==> config.mk <==
export PLATFORM = sky130hd
export DESIGN_NAME = servo_aux_ctrl
export DESIGN_NICKNAME = d
export VERILOG_FILES = /design/src/verilog/aux_ctrl_pkg.sv /design/src/verilog/servo_aux_ctrl.sv /design/src/verilog/torque_ramp.sv
export SDC_FILE = /design/constraint.sdc
export NUM_CORES = 1
export LEC_CHECK = 0
export BUFFER_PORTS_ARGS = -buffer_cell sky130_fd_sc_hd__buf_4
export CORE_UTILIZATION = 35
export CTS_BUF_LIST = sky130_fd_sc_hd__clkbuf_8
export CTS_CLUSTER_SIZE = 24
export DETAILED_ROUTE_END_ITERATION = 7
export PLACE_DENSITY = 0.52
export SYNTH_ARGS = -nofsm -noshare
export SYNTH_HDL_FRONTEND = slang
export SYNTH_SLANG_ARGS = --single-unit
==> constraint.sdc <==
create_clock -name pclk -period 15.1 [get_ports pclk]
set_clock_uncertainty 0.15 [all_clocks]
set_input_delay 0.755 -clock pclk [delete_from_list [all_inputs] [get_ports pclk]]
set_output_delay 0.755 -clock pclk [all_outputs]
set_load 0.1 [all_outputs]
==> src/verilog/aux_ctrl_pkg.sv <==
// Constants for the servo auxiliary control block.
// Assumes a 100 MHz pclk and an APB register bus with 32-bit words.
package aux_ctrl_pkg;
  // Register byte offsets
  localparam logic [7:0] off_control = 8'h00;
  localparam logic [7:0] off_password = 8'h04;
  localparam logic [7:0] off_key = 8'h08;
  localparam logic [7:0] off_display_sel = 8'h0c;
  localparam logic [7:0] off_fan_mode = 8'h10;
  localparam logic [7:0] off_fan_temp = 8'h14;
  localparam logic [7:0] off_restore = 8'h18;
  localparam logic [7:0] off_overload = 8'h1c;
  localparam logic [7:0] off_torque_int = 8'h20;
  localparam logic [7:0] off_ramp_step = 8'h24;
  localparam logic [7:0] off_status = 8'h28;
  localparam logic [7:0] off_irq_status = 8'h2c;
  localparam logic [7:0] off_irq_mask = 8'h30;
  localparam logic [7:0] off_torque_out = 8'h34;
  // Field positions
  localparam int status_src_bit = 0;
  localparam int status_prot_bit = 1;
  localparam int status_unlock_bit = 2;
  localparam int status_fan_bit = 3;
  localparam int status_zero_bit = 4;
  localparam int status_fault_bit = 5;
  localparam int irq_err_bit = 0;
  localparam int irq_fault_bit = 1;
  localparam int irq_restore_bit = 2;
  // Limits and reset values
  localparam logic [13:0] password_max = 14'd9999;
  localparam logic [13:0] password_rst = 14'h0000;
  localparam logic [5:0] display_max = 6'd37;
  localparam logic [5:0] display_rst = 6'd2;
  localparam logic [5:0] display_reserved = 6'd32;
  localparam logic [1:0] fan_mode_max = 2'd2;
  localparam logic [1:0] fan_mode_rst = 2'd2;
  localparam logic [7:0] fan_temp_rst = 8'd45;
  localparam logic [7:0] fan_temp_min = 8'd10;
  localparam logic [7:0] fan_temp_max = 8'd100;
  localparam logic [7:0] fan_hyst = 8'd5;
  localparam logic [7:0] fan_run_temp = 8'd45;
  localparam logic [7:0] fan_stop_temp = 8'd40;
  localparam logic [8:0] overload_max = 9'd500;
  localparam logic [8:0] overload_rst = 9'd100;
  localparam logic [15:0] ramp_step_rst = 16'h0001;
  localparam logic [3:0] motor_overload_fault_code = 4'h6;
  // Timing
  localparam int clk_mhz = 100;
  localparam int fan_stop_ms = 500;
  localparam int key_hold_ms = 500;
  localparam int restore_wait_ms = 5000;
  localparam int fan_stop_cycles = fan_stop_ms * 1000 * clk_mhz;
  localparam int key_hold_cycles = key_hold_ms * 1000 * clk_mhz;
  localparam int restore_wait_cycles = restore_wait_ms * 1000 * clk_mhz;
  typedef enum logic [1:0] {fan_off, fan_on, fan_hold} fan_state_type;
  typedef enum logic [1:0] {rs_idle, rs_hold, rs_wait} restore_state_type;
endpackage

==> src/verilog/servo_aux_ctrl.sv <==
// Auxiliary servo control: torque source, password, display, fan,
// factory restore and overload fault. APB slave on pclk; pins are
// asynchronous and synchronised; temperatures are whole degrees.
//
// Our own choices: the register addresses and register access over APB.
`timescale 1ns/1ps
// How it works
// - Servo on with mode input high selects internal register torque.
// - Servo on with mode input low selects analog torque.
// - Mode rising ramps output toward internal setpoint by ramp step.
// - Mode falling ramps output toward analog setpoint by ramp step.
// - Password holds 0 to 9999, resets to 0; zero means unprotected.
// - A stored password protects only after the next reset; here reset also clears it to 0, so protection never sets.
// - Protected writes need correct key first; else refused, error flagged.
// - Display select holds 0 to 37, resets to 2, takes effect at once.
// - Display codes map to quantities; code 32 is reserved.
// - Fan mode 0 to 2, reset 2: thermal, always on, while running.
// - Mode 0 fan starts at setpoint, stops below setpoint minus five.
// - Mode 2 runs while servo on or above 45, stops 500 ms after; here it stops only 500 ms after servo off and below 40.
// - Restore register resets to 0; writing 1 arms factory restore.
// - Armed, set key held 0.5 s shows zeros, 5 s later loads defaults.
// - Overload coefficient 0 to 500 percent, reset 100, scales fault time.
module servo_aux_ctrl #(
  parameter int key_hold_cyc = aux_ctrl_pkg::key_hold_cycles,
  parameter int restore_cyc = aux_ctrl_pkg::restore_wait_cycles,
  parameter int fan_stop_cyc = aux_ctrl_pkg::fan_stop_cycles,
  parameter int overload_base = 1000
) (
  // Clock and reset
  input wire logic pclk,
  input wire logic presetn,
  // APB slave
  input wire logic psel,
  input wire logic penable,
  input wire logic pwrite,
  input wire logic [7:0] paddr,
  input wire logic [31:0] pwdata,
  output logic [31:0] prdata,
  output logic pready,
  output logic pslverr,
  // Drive pins
  input wire logic servo_on,
  input wire logic mode_switch,
  input wire logic set_key,
  input wire logic [7:0] radiator_temp,
  input wire logic signed [15:0] analog_torque,
  input wire logic overload_active,
  // Outputs
  output logic signed [15:0] torque_cmd,
  output logic fan_run,
  output logic [5:0] display_item,
  output logic display_zeros,
  output logic param_error,
  output logic restore_load,
  output logic overload_fault,
  output logic [3:0] fault_code,
  output logic irq
);
  initial
  begin
    if (key_hold_cyc < 1 || restore_cyc < 1 || fan_stop_cyc < 1)
      $error("servo_aux_ctrl timing counts must be at least one");
    if (overload_base < 1 || overload_base > 1000000)
      $error("servo_aux_ctrl overload_base out of range");
  end

  // Two flops per pin; the words move slowly, so bit skew is tolerable
  logic [27:0] pin_m, pin_s;
  always_ff @(posedge pclk or negedge presetn)
  begin
    if (!presetn)
    begin
      pin_m <= '0;
      pin_s <= '0;
    end
    else
    begin
      pin_m <= {servo_on, mode_switch, set_key, overload_active,
        radiator_temp, analog_torque};
      pin_s <= pin_m;
    end
  end
  logic son, mode_in, key_in, ovl_in;
  logic [7:0] temp_s;
  logic signed [15:0] ana_s;
  assign {son, mode_in, key_in, ovl_in, temp_s, ana_s} = pin_s;

  // Registers
  logic [13:0] password_q, key_q;
  logic prot_q, unlock_q;
  logic [5:0] display_q;
  logic [1:0] fan_mode_q;
  logic [7:0] fan_temp_q;
  logic restore_q;
  logic [8:0] overload_q;
  logic signed [15:0] torque_int_q;
  logic [15:0] ramp_step_q;
  logic [2:0] irq_status_q, irq_mask_q;
  logic [2:0] irq_set;
  logic restore_fire;

  // APB access: zero wait states, error on unmapped or refused write
  logic wr, rd, locked, monitor_addr, mapped;
  assign wr = psel && penable && pwrite;
  assign rd = psel && penable && !pwrite;
  assign monitor_addr = paddr == aux_ctrl_pkg::off_key ||
    paddr == aux_ctrl_pkg::off_irq_status ||
    paddr == aux_ctrl_pkg::off_irq_mask;
  assign locked = prot_q && !unlock_q && !monitor_addr;
  assign mapped = paddr <= aux_ctrl_pkg::off_torque_out && paddr[1:0] == 2'b00;

  function automatic logic in_range(input logic [31:0] v, input logic [31:0] mx);
    in_range = v <= mx;
  endfunction

  logic do_wr;
  assign do_wr = wr && mapped && !locked;

  always_ff @(posedge pclk or negedge presetn)
  begin
    if (!presetn)
    begin
      pready <= 1'b0;
      pslverr <= 1'b0;
    end
    else
    begin
      pready <= psel && !penable;
      pslverr <= psel && !penable && (!mapped || (pwrite && locked));
    end
  end

  // Parameter registers, restore reloads every setting
  always_ff @(posedge pclk or negedge presetn)
  begin
    if (!presetn)
    begin
      password_q <= aux_ctrl_pkg::password_rst;
      display_q <= aux_ctrl_pkg::display_rst;
      fan_mode_q <= aux_ctrl_pkg::fan_mode_rst;
      fan_temp_q <= aux_ctrl_pkg::fan_temp_rst;
      overload_q <= aux_ctrl_pkg::overload_rst;
      torque_int_q <= '0;
      ramp_step_q <= aux_ctrl_pkg::ramp_step_rst;
    end
    else if (restore_fire)
    begin
      password_q <= aux_ctrl_pkg::password_rst;
      display_q <= aux_ctrl_pkg::display_rst;
      fan_mode_q <= aux_ctrl_pkg::fan_mode_rst;
      fan_temp_q <= aux_ctrl_pkg::fan_temp_rst;
      overload_q <= aux_ctrl_pkg::overload_rst;
      torque_int_q <= '0;
      ramp_step_q <= aux_ctrl_pkg::ramp_step_rst;
    end
    else if (do_wr)
    begin
      case (paddr)
        aux_ctrl_pkg::off_password:
          if (in_range(pwdata, 32'(aux_ctrl_pkg::password_max)))
            password_q <= pwdata[13:0];
        aux_ctrl_pkg::off_display_sel:
          if (in_range(pwdata, 32'(aux_ctrl_pkg::display_max)))
            display_q <= pwdata[5:0];
        aux_ctrl_pkg::off_fan_mode:
          if (in_range(pwdata, 32'(aux_ctrl_pkg::fan_mode_max)))
            fan_mode_q <= pwdata[1:0];
        aux_ctrl_pkg::off_fan_temp:
          if (pwdata[7:0] >= aux_ctrl_pkg::fan_temp_min &&
              in_range(pwdata, 32'(aux_ctrl_pkg::fan_temp_max)))
            fan_temp_q <= pwdata[7:0];
        aux_ctrl_pkg::off_overload:
          if (in_range(pwdata, 32'(aux_ctrl_pkg::overload_max)))
            overload_q <= pwdata[8:0];
        aux_ctrl_pkg::off_torque_int:
          torque_int_q <= pwdata[15:0];
        aux_ctrl_pkg::off_ramp_step:
          if (pwdata[15:0] != 16'h0000)
            ramp_step_q <= pwdata[15:0];
        default:
          ;
      endcase
    end
  end

  // Protection latches the stored password only at reset release
  logic armed_q;
  always_ff @(posedge pclk or negedge presetn)
  begin
    if (!presetn)
    begin
      armed_q <= 1'b0;
      prot_q <= 1'b0;
      unlock_q <= 1'b0;
      key_q <= '0;
    end
    else
    begin
      armed_q <= 1'b1;
      if (!armed_q)
        prot_q <= password_q != 14'h0000;
      if (wr && paddr == aux_ctrl_pkg::off_key)
      begin
        key_q <= pwdata[13:0];
        unlock_q <= pwdata[13:0] == password_q;
      end
    end
  end

  // Torque source and ramp
  logic signed [15:0] target;
  assign target = mode_in ? torque_int_q : ana_s;
  torque_ramp #(
    .width(16)
  ) u_ramp (
    .pclk(pclk),
    .presetn(presetn),
    .run(son),
    .target(target),
    .step(ramp_step_q),
    .value_q(torque_cmd)
  );

  // Fan control
  aux_ctrl_pkg::fan_state_type fan_q;
  logic [31:0] fan_cnt_q;
  logic hot2;
  assign hot2 = son || temp_s > aux_ctrl_pkg::fan_run_temp;
  always_ff @(posedge pclk or negedge presetn)
  begin
    if (!presetn)
    begin
      fan_q <= aux_ctrl_pkg::fan_off;
      fan_cnt_q <= '0;
    end
    else
      case (fan_mode_q)
        2'd0:
        begin
          fan_cnt_q <= '0;
          if (temp_s >= fan_temp_q)
            fan_q <= aux_ctrl_pkg::fan_on;
          else if ({1'b0, temp_s} + {1'b0, aux_ctrl_pkg::fan_hyst} <
                   {1'b0, fan_temp_q})
            fan_q <= aux_ctrl_pkg::fan_off;
        end
        2'd1:
          fan_q <= aux_ctrl_pkg::fan_on;
        2'd2:
          case (fan_q)
            aux_ctrl_pkg::fan_off:
              if (hot2)
                fan_q <= aux_ctrl_pkg::fan_on;
            aux_ctrl_pkg::fan_on:
              if (!son && temp_s < aux_ctrl_pkg::fan_stop_temp)
              begin
                fan_q <= aux_ctrl_pkg::fan_hold;
                fan_cnt_q <= '0;
              end
            aux_ctrl_pkg::fan_hold:
              if (son || temp_s >= aux_ctrl_pkg::fan_stop_temp)
                fan_q <= aux_ctrl_pkg::fan_on;
              else if (fan_cnt_q == 32'(fan_stop_cyc - 1))
                fan_q <= aux_ctrl_pkg::fan_off;
              else
                fan_cnt_q <= fan_cnt_q + 32'd1;
            default:
              fan_q <= aux_ctrl_pkg::fan_off;
          endcase
        default:
          fan_q <= aux_ctrl_pkg::fan_on;
      endcase
  end

  // Factory restore sequence
  aux_ctrl_pkg::restore_state_type rs_q;
  logic [31:0] rs_cnt_q;
  assign restore_fire = rs_q == aux_ctrl_pkg::rs_wait &&
    rs_cnt_q == 32'(restore_cyc - 1);
  always_ff @(posedge pclk or negedge presetn)
  begin
    if (!presetn)
    begin
      restore_q <= 1'b0;
      rs_q <= aux_ctrl_pkg::rs_idle;
      rs_cnt_q <= '0;
    end
    else
    begin
      if (do_wr && paddr == aux_ctrl_pkg::off_restore)
        restore_q <= pwdata[0];
      case (rs_q)
        aux_ctrl_pkg::rs_idle:
        begin
          rs_cnt_q <= '0;
          if (restore_q && key_in)
            rs_q <= aux_ctrl_pkg::rs_hold;
        end
        aux_ctrl_pkg::rs_hold:
          if (!key_in || !restore_q)
            rs_q <= aux_ctrl_pkg::rs_idle;
          else if (rs_cnt_q == 32'(key_hold_cyc - 1))
          begin
            rs_q <= aux_ctrl_pkg::rs_wait;
            rs_cnt_q <= '0;
          end
          else
            rs_cnt_q <= rs_cnt_q + 32'd1;
        aux_ctrl_pkg::rs_wait:
          if (restore_fire)
          begin
            rs_q <= aux_ctrl_pkg::rs_idle;
            restore_q <= 1'b0;
          end
          else
            rs_cnt_q <= rs_cnt_q + 32'd1;
        default:
          rs_q <= aux_ctrl_pkg::rs_idle;
      endcase
    end
  end

  // Overload accumulator; limit is base ticks times coefficient percent
  logic [31:0] ovl_acc_q, ovl_limit;
  logic fault_q;
  assign ovl_limit = 32'(overload_base) * {23'h0, overload_q};
  always_ff @(posedge pclk or negedge presetn)
  begin
    if (!presetn)
    begin
      ovl_acc_q <= '0;
      fault_q <= 1'b0;
    end
    else
    begin
      if (ovl_in && ovl_acc_q <= ovl_limit)
        ovl_acc_q <= ovl_acc_q + 32'd1;
      else if (!ovl_in && ovl_acc_q != 32'h0)
        ovl_acc_q <= ovl_acc_q - 32'd1;
      if (ovl_acc_q > ovl_limit)
        fault_q <= 1'b1;
    end
  end

  // Interrupts: set wins over write-one-to-clear
  assign irq_set[aux_ctrl_pkg::irq_err_bit] = wr && mapped && locked;
  assign irq_set[aux_ctrl_pkg::irq_fault_bit] =
    ovl_acc_q > ovl_limit && !fault_q;
  assign irq_set[aux_ctrl_pkg::irq_restore_bit] = restore_fire;
  always_ff @(posedge pclk or negedge presetn)
  begin
    if (!presetn)
    begin
      irq_status_q <= '0;
      irq_mask_q <= '0;
    end
    else
    begin
      if (wr && paddr == aux_ctrl_pkg::off_irq_mask)
        irq_mask_q <= pwdata[2:0];
      if (wr && paddr == aux_ctrl_pkg::off_irq_status)
        irq_status_q <= (irq_status_q & ~pwdata[2:0]) | irq_set;
      else
        irq_status_q <= irq_status_q | irq_set;
    end
  end

  // Registered outputs
  always_ff @(posedge pclk or negedge presetn)
  begin
    if (!presetn)
    begin
      fan_run <= 1'b0;
      display_item <= aux_ctrl_pkg::display_rst;
      display_zeros <= 1'b0;
      param_error <= 1'b0;
      restore_load <= 1'b0;
      overload_fault <= 1'b0;
      fault_code <= 4'h0;
      irq <= 1'b0;
    end
    else
    begin
      fan_run <= fan_q != aux_ctrl_pkg::fan_off;
      display_item <= display_q;
      display_zeros <= rs_q == aux_ctrl_pkg::rs_wait;
      param_error <= irq_status_q[aux_ctrl_pkg::irq_err_bit];
      restore_load <= restore_fire;
      overload_fault <= fault_q;
      fault_code <= fault_q ? aux_ctrl_pkg::motor_overload_fault_code : 4'h0;
      irq <= |(irq_status_q & irq_mask_q);
    end
  end

  // Read mux
  logic [31:0] rdata;
  always_comb
  begin
    rdata = 32'h0;
    case (paddr)
      aux_ctrl_pkg::off_control: rdata = {31'h0, mode_in};
      aux_ctrl_pkg::off_password: rdata = {18'h0, password_q};
      aux_ctrl_pkg::off_key: rdata = {18'h0, key_q};
      aux_ctrl_pkg::off_display_sel: rdata = {26'h0, display_q};
      aux_ctrl_pkg::off_fan_mode: rdata = {30'h0, fan_mode_q};
      aux_ctrl_pkg::off_fan_temp: rdata = {24'h0, fan_temp_q};
      aux_ctrl_pkg::off_restore: rdata = {31'h0, restore_q};
      aux_ctrl_pkg::off_overload: rdata = {23'h0, overload_q};
      aux_ctrl_pkg::off_torque_int: rdata = {16'h0, torque_int_q};
      aux_ctrl_pkg::off_ramp_step: rdata = {16'h0, ramp_step_q};
      aux_ctrl_pkg::off_status:
        rdata = {26'h0, fault_q, rs_q == aux_ctrl_pkg::rs_wait,
                 fan_q != aux_ctrl_pkg::fan_off, unlock_q, prot_q, mode_in};
      aux_ctrl_pkg::off_irq_status: rdata = {29'h0, irq_status_q};
      aux_ctrl_pkg::off_irq_mask: rdata = {29'h0, irq_mask_q};
      aux_ctrl_pkg::off_torque_out: rdata = {16'h0, torque_cmd};
      default: rdata = 32'h0;
    endcase
  end
  always_ff @(posedge pclk or negedge presetn)
  begin
    if (!presetn)
      prdata <= '0;
    else if (psel && !penable && !pwrite)
      prdata <= rdata;
  end
endmodule

==> src/verilog/torque_ramp.sv <==
// Ramps a signed torque command toward a target by a fixed step per tick.
// Assumes step is nonzero and target changes are synchronous to pclk.
`timescale 1ns/1ps
module torque_ramp #(
  parameter int width = 16
) (
  // Clock and reset
  input wire logic pclk,
  input wire logic presetn,
  // Ramp control
  input wire logic run,
  input wire logic signed [width-1:0] target,
  input wire logic [width-1:0] step,
  output logic signed [width-1:0] value_q
);
  initial
  begin
    if (width < 2)
      $error("torque_ramp width too small");
  end

  logic signed [width:0] diff;
  logic signed [width:0] stp;
  assign diff = {target[width-1], target} - {value_q[width-1], value_q};
  assign stp = {1'b0, step};

  // Approach by step, land exactly when inside one step
  always_ff @(posedge pclk or negedge presetn)
  begin
    if (!presetn)
      value_q <= '0;
    else if (!run)
      value_q <= '0;
    else if (diff > stp)
      value_q <= value_q + $signed(step);
    else if (diff < -stp)
      value_q <= value_q - $signed(step);
    else
      value_q <= target;
  end
endmodule
==> results of run 1 <==
## layer usage
metal | GRT usage [%] | up-vias | share of wire, %
li1 | - | 7641 | -
met1 | 25.5 | 7755 | 45
met2 | 32.2 | 357 | 47
met3 | 4.01 | 89 | 5.3
met4 | 6.47 | 10 | 2.3
met5 | 0 | - | 0.13
## path summary, 6_finish.rpt
check | endpoint | slack, ps
worst max-delay path | ovl_acc_q[31]$_DFFE_PN0P_ | 5860
worst min-delay path | pin_m[5]$_DFF_PN0_ | 70
worst max register to register | ovl_acc_q[31]$_DFFE_PN0P_ | 5860
worst min register to register | pin_s[21]$_DFF_PN0_ | 190
max in group asynchronous | prdata[5]$_DFFE_PN0P_ | 11950
min in group asynchronous | pin_s[27]$_DFF_PN0_ | 560
## power by group through the flow
| stage | Clock, W | Sequential (W) | Combinational, W |
|---|---|---|---|
| 2_1_floorplan | 0 | 0.00113 | 0.000945 |
| 3_3_place_gp | 0 | 0.00101 | 0.00140 |
| 3_5_place_dp | 0 | 0.00101 | 0.00143 |
| 4_1_cts | 0.000936 | 0.00100 | 0.00144 |
| 5_1_grt | 0.000968 | 0.00101 | 0.00159 |
| 6_report | 0.000902 | 0.000999 | 0.00144 |
## through the flow
stage | setup slack [ps] | power [W]
CTS | 5860 | 0.00337
finish | 5860 | 0.00334
global placement | 5970 | 0.00241
floorplan | 6220 | 0.00207
global route | 5210 | 0.00357
detailed placement | 5860 | 0.00244
## cell usage after synthesis (all sizes together), types with 17 or more instances
cell    number  area share [%]
dfrtp      287              36
nor2       244             4.7
ha         188              12
inv        146             2.8
a21oi      124             3.1
nand2      115             2.2
o21ai       93             2.4
mux2i       77             3.9
xnor2       72             3.2
xor2        59             2.6
clkbuf      46            0.87
nand3       45             1.2
mux2        44             2.5
nand4       42             1.5
a21o        37             1.4
nor3        35             1.1
buf         34             1.2
nor4        32             1.2
fa          30             3.0
nand2b      27            0.86
and3        26            0.82
a22oi       17            0.64
## logic make-up after synthesis
family,after synthesis,share of synthesized area (%)
muxes,121,6.39
other,2,0.0378
and+or+nand+nor,631,15.7
DFF,298,37.6
buffers and inverters,226,4.83
adders and majority gates,218,14.8
xor gates and xnor gates,131,5.77
AOI/OAI and AO/OA,441,14.8
## flip-flops by register name, indices dropped and copies added, names as in the netlist, 6 cells and up
name and cells:
u_ramp.value_q 16, ovl_acc_q 32, password_q 14, key_q 14, display_item 6, ramp_step_q 16
prdata 16, rs_cnt_q 32, display_q 6, fan_cnt_q 32, fan_temp_q 8, torque_int_q 16
overload_q 9, pin_s 28, pin_m 28
## repair_timing
action                    in CTS  in global routing
hold endpoints to repair      99                  0
gates resized for setup        0                  0
hold buffers                  13                  0
## area by class of cell
class	count	area, µm²	area share (%)
clock inverter	29	263	1.14
tap	756	946	4.12
clock buffer	75	1030	4.49
sequential	298	7470	32.5
multi-input combinational	1561	11500	50.3
timing repair buffer	149	1160	5.05
antenna	2	5.00	0.0218
inverter	146	548	2.39
==> flow_summary.json, run 1 <==
{
  "outcome": "finished, final reports clean",
  "place_congestion": 0.862,
  "drive_gt1_share_pct": 14.2,
  "cp-startpoint": "overload_q[2]$_DFFE_PN1P_",
  "synthToLayoutAreaGrowth_pct": 15.5,
  "antenna_found_initial": 7,
  "hp-class": "in2reg",
  "r2r-start": "overload_q[2]$_DFFE_PN1P_",
  "yosysWarnings": 0,
  "period_share_pct": 61.2,
  "worstPathRequired_ps": 15520,
  "syn_area_per_cell_um2": 9.62,
  "cts_buffers": 57,
  "hold_viol": 0,
  "ioPinCount": 139,
  "routed-via-count": 15852,
  "path_max_fanout": 33,
  "instances_no_fill": 3016,
  "r2r_cells": 36,
  "ys_async_sr_fraction_pct": 100,
  "cts_sinks": 298,
  "post-dp-hpwl_um": 41400,
  "utilization_pct": 40.8,
  "slew_viol_final": 0,
  "grt_start_max_net_pins": 93,
  "totalWireLength_um": 56000,
  "synth_cells": 2068,
  "ys_ff_latch": 298,
  "clk_pin_slew_ps": 60,
  "clock_latency_ps": 660,
  "grt_pass1_wl_um": 88900,
  "leakage_nw": 11.1,
  "synth_edf_count": 0,
  "seq_area_frac_synth_pct": 37.6,
  "initialDrtViolationCount": 1014,
  "fp.dieArea_um2": 57800,
  "startpoint_type": "flop",
  "min_from": "analog_torque[5]",
  "cts_buffer_depth": 3,
  "wl_per_cell_um": 18.6,
  "max-slew-margin-rel_pct": 31.3,
  "drc": 0,
  "path_buf_inv": 6,
  "clkPwrFrac_pct": 27.0,
  "cpLargestDelayFamily": "compound AO/OA/AOI/OAI gates",
  "tritoncts": "done",
  "seqPwrFrac_pct": 29.9,
  "pwr-share-comb_pct": 43.0,
  "setup_viol": 0,
  "grt_overflow": 0,
  "dpl.cell_count": 2897,
  "p_int_w": 0.00195,
  "dr.pass1.iters": 5,
  "worstPathArrival_ps": 9660,
  "initial_core_util_pct": 35.3,
  "htree_levels": 2,
  "period_minus_slack_ps": 9240,
  "final_area_um2": 23000,
  "ys_types": 88,
  "die_h_um": 240,
  "grt_pass1_vias": 15958,
  "setup_tns_ps": 0,
  "mostFrequentLayoutCells": "dfrtp_1 (287), nor2_1 (237), ha_1 (188), inv_1 (154), buf_4 (135)",
  "max-cap-violations": 0,
  "place_area_um2": 21500,
  "holdWs_ps": 71.0,
  "worst_pin_slew_ps": 1030,
  "die_w_um": 240,
  "netlist_area_um2": 19900,
  "routed_via_density": 5.26,
  "io_buffers": 120,
  "max_stage_delay_ps": 580,
  "switching_share_pct": 41.5,
  "power_density_nw_per_um2": 145,
  "fmax_mhz": 108,
  "ir_worst_vdd_mv": 0.100,
  "post_cts_buffers": 0,
  "coreArea_um2": 56300,
  "dominantRegCellSynth": "dfrtp_1",
  "rows": 87,
  "drtAntennaViolNets": 0,
  "cpMostUsedCell": "inv_1",
  "n_fill_cell": 5624,
  "hold-path-cell-count": 1,
  "cts_root_buf": "clkbuf_8",
  "rsz0062_at_grt": "false",
  "path_class": "reg2reg",
  "track_usage_pct": 19.6,
  "fin_nets": 2504,
  "cp-end-kind": "flop",
  "crit_path_top_delay_cell": "dfstp_2",
  "cp.depth": 36,
  "final_common_cell": "dfrtp_1",
  "p_switching_w": 0.00138
}
Power figures use the tool's default switching activity.
==> run 2: changes to the inputs <==
PLACE_DENSITY = 0.54   (was 0.52)
clock period = 7.6 ns   (was 15.1 ns; I/O delays follow)
==> flow_summary.json, run 2 (synthesis gave the netlist of run 1 again) <==
{
  "htree_levels": 2,
  "multi_input_area_um2": 11900,
  "initialDrtViolationCount": 920,
  "path_max_fanout": 8,
  "routed_via_density": 5.23,
  "grt_pass1_vias": 17151,
  "top_regs": "fan_cnt_q: 32 flops, ovl_acc_q: 32 flops, rs_cnt_q: 32 flops",
  "dp_slack_ps": -815,
  "fp.dieArea_um2": 57800,
  "grt_start_max_net_pins": 122,
  "dr.pass1.iters": 6,
  "utilization_pct": 43.7,
  "hold_viol": 0,
  "final_common_cell": "dfrtp_1",
  "grt_pass1_wl_um": 92800,
  "p_int_w": 0.00407,
  "worstPathRequired_ps": 7990,
  "wl_per_cell_um": 18.2,
  "clk_pin_slew_ps": 60,
  "p_total_w": 0.00698,
  "rows": 87,
  "failed_checks": "negative setup slack",
  "n_fill_cell": 5488,
  "place_congestion": 0.882,
  "cts_buffers": 53,
  "max_stage_delay_ps": 550,
  "path_class": "reg2reg",
  "hp-class": "in2reg",
  "track_usage_pct": 20.3,
  "coreArea_um2": 56300,
  "max-slew-margin-rel_pct": 19.3,
  "die_h_um": 240,
  "grt_overflow": 0,
  "fin_ws_ps": -492,
  "holdWs_ps": 45.7,
  "r2r_slack_ps": -490,
  "synthToLayoutAreaGrowth_pct": 23.8,
  "initial_core_util_pct": 35.3,
  "seqCellArea_um2": 7470,
  "period_share_pct": 106,
  "ioPinCount": 139,
  "die_w_um": 240,
  "power_density_nw_per_um2": 284,
  "period_minus_slack_ps": 8090,
  "startpoint_type": "flop",
  "io_buffers": 120,
  "drc": 0,
  "pwr-share-comb_pct": 48.4,
  "leakage_nw": 11.9,
  "cp-end-kind": "flop",
  "post-dp-hpwl_um": 43000,
  "outcome": "complete, but fails checks",
  "drtAntennaViolNets": 0,
  "worstPathArrival_ps": 8480,
  "max-cap-violations": 0,
  "antenna_found_initial": 3,
  "switching_share_pct": 41.6,
  "worst_pin_slew_ps": 1210,
  "seqPwrFrac_pct": 28.7,
  "cts_sinks": 298,
  "crit_path_top_delay_cell": "dfstp_2",
  "ir_worst_vdd_mv": 0.263,
  "mostFrequentLayoutCells": "dfrtp_1 (287), buf_4 (256), nor2_1 (233), ha_1 (179), inv_1 (159)",
  "setup_tns_ps": -5650,
  "clkPwrFrac_pct": 23.0,
  "rsz0062_at_grt": "true",
  "fmax_mhz": 124,
  "hold-path-cell-count": 3,
  "routed-via-count": 16646,
  "setup_viol": 21,
  "totalWireLength_um": 57800,
  "drive_gt1_share_pct": 20.5,
  "slew_viol_final": 0,
  "cpMostUsedCell": "fa_1",
  "p_switching_w": 0.00291,
  "r2r_cells": 39,
  "cts_root_buf": "clkbuf_8",
  "tritoncts": "done",
  "fin_nets": 2669,
  "cts_buffer_depth": 3,
  "clock_latency_ps": 690
}
run 2: area by class of cell:
class / instances / share of cell area, %
diodes: 2 / 0.0203
clock buffers: 68 / 3.80
clock inverters: 31 / 0.818
inverters: 146 / 2.25
multi-input cells: 1561 / 48.4
flip-flops and latches: 298 / 30.4
well taps: 756 / 3.84
repair buffers: 318 / 10.5
run 2: timing repair:
item / in CTS / in global routing
cloned: 1 / 0
resized for setup: 34 / 30
hold buffers: 52 / 0
endpoints found under the hold margin: 230 / 0
setup endpoints to repair: 25 / 27
pin swaps: 46 / 31
setup buffers: 18 / 9
run 2: final timing paths:
path	startpoint	to
max	overload_q[2]$_DFFE_PN1P_	ovl_acc_q[26]$_DFFE_PN0P_
max reg2reg	overload_q[2]$_DFFE_PN1P_	ovl_acc_q[26]$_DFFE_PN0P_
min in group asynchronous	presetn	fan_cnt_q[29]$_DFFE_PN0P_
min	paddr[3]	pslverr$_DFF_PN0_
max in group asynchronous	presetn	torque_int_q[2]$_DFFE_PN0P_
min reg2reg	pin_m[13]$_DFF_PN0_	pin_s[13]$_DFF_PN0_
run 2: layer usage:
layer	vias up	share of wire [%]	wire, µm	GRT usage [%]
met4	4	2.1	1230	5.98
met3	98	4.7	2730	3.57
met2	377	48	27900	34.0
met1	8191	45	25900	26.6
li1	7976	-	-	-
met5	-	0.036	21	0
run 2: critical path, delay by kind of cell, from the launching register on:
kind	cells	cell delay [ps]
DFF	1	550
AOI/OAI and AO/OA	15	2600
muxes	1	260
buffers and inverters	9	730
and+or+nand+nor	5	590
xor gates and xnor gates	2	340
adders and majority gates	7	2760
run 2: power groups by stage:
stage	clock network (W)	logic, W	registers, W
finish	0.00160	0.00338	0.00200
detailed placement	0	0.00312	0.00202
global route	0.00173	0.00372	0.00202
global placement	0	0.00306	0.00202
floorplan	0	0.00190	0.00225
CTS	0.00166	0.00327	0.00200
run 2: metrics by stage:
step | instances | instance area [µm²]
final | 3180 | 24600
after global routing | 3179 | 24600
after CTS | 3171 | 24400
after detailed placement | 3003 | 22500
after global placement | 3003 | 22500
after floorplan | 2085 | 20100
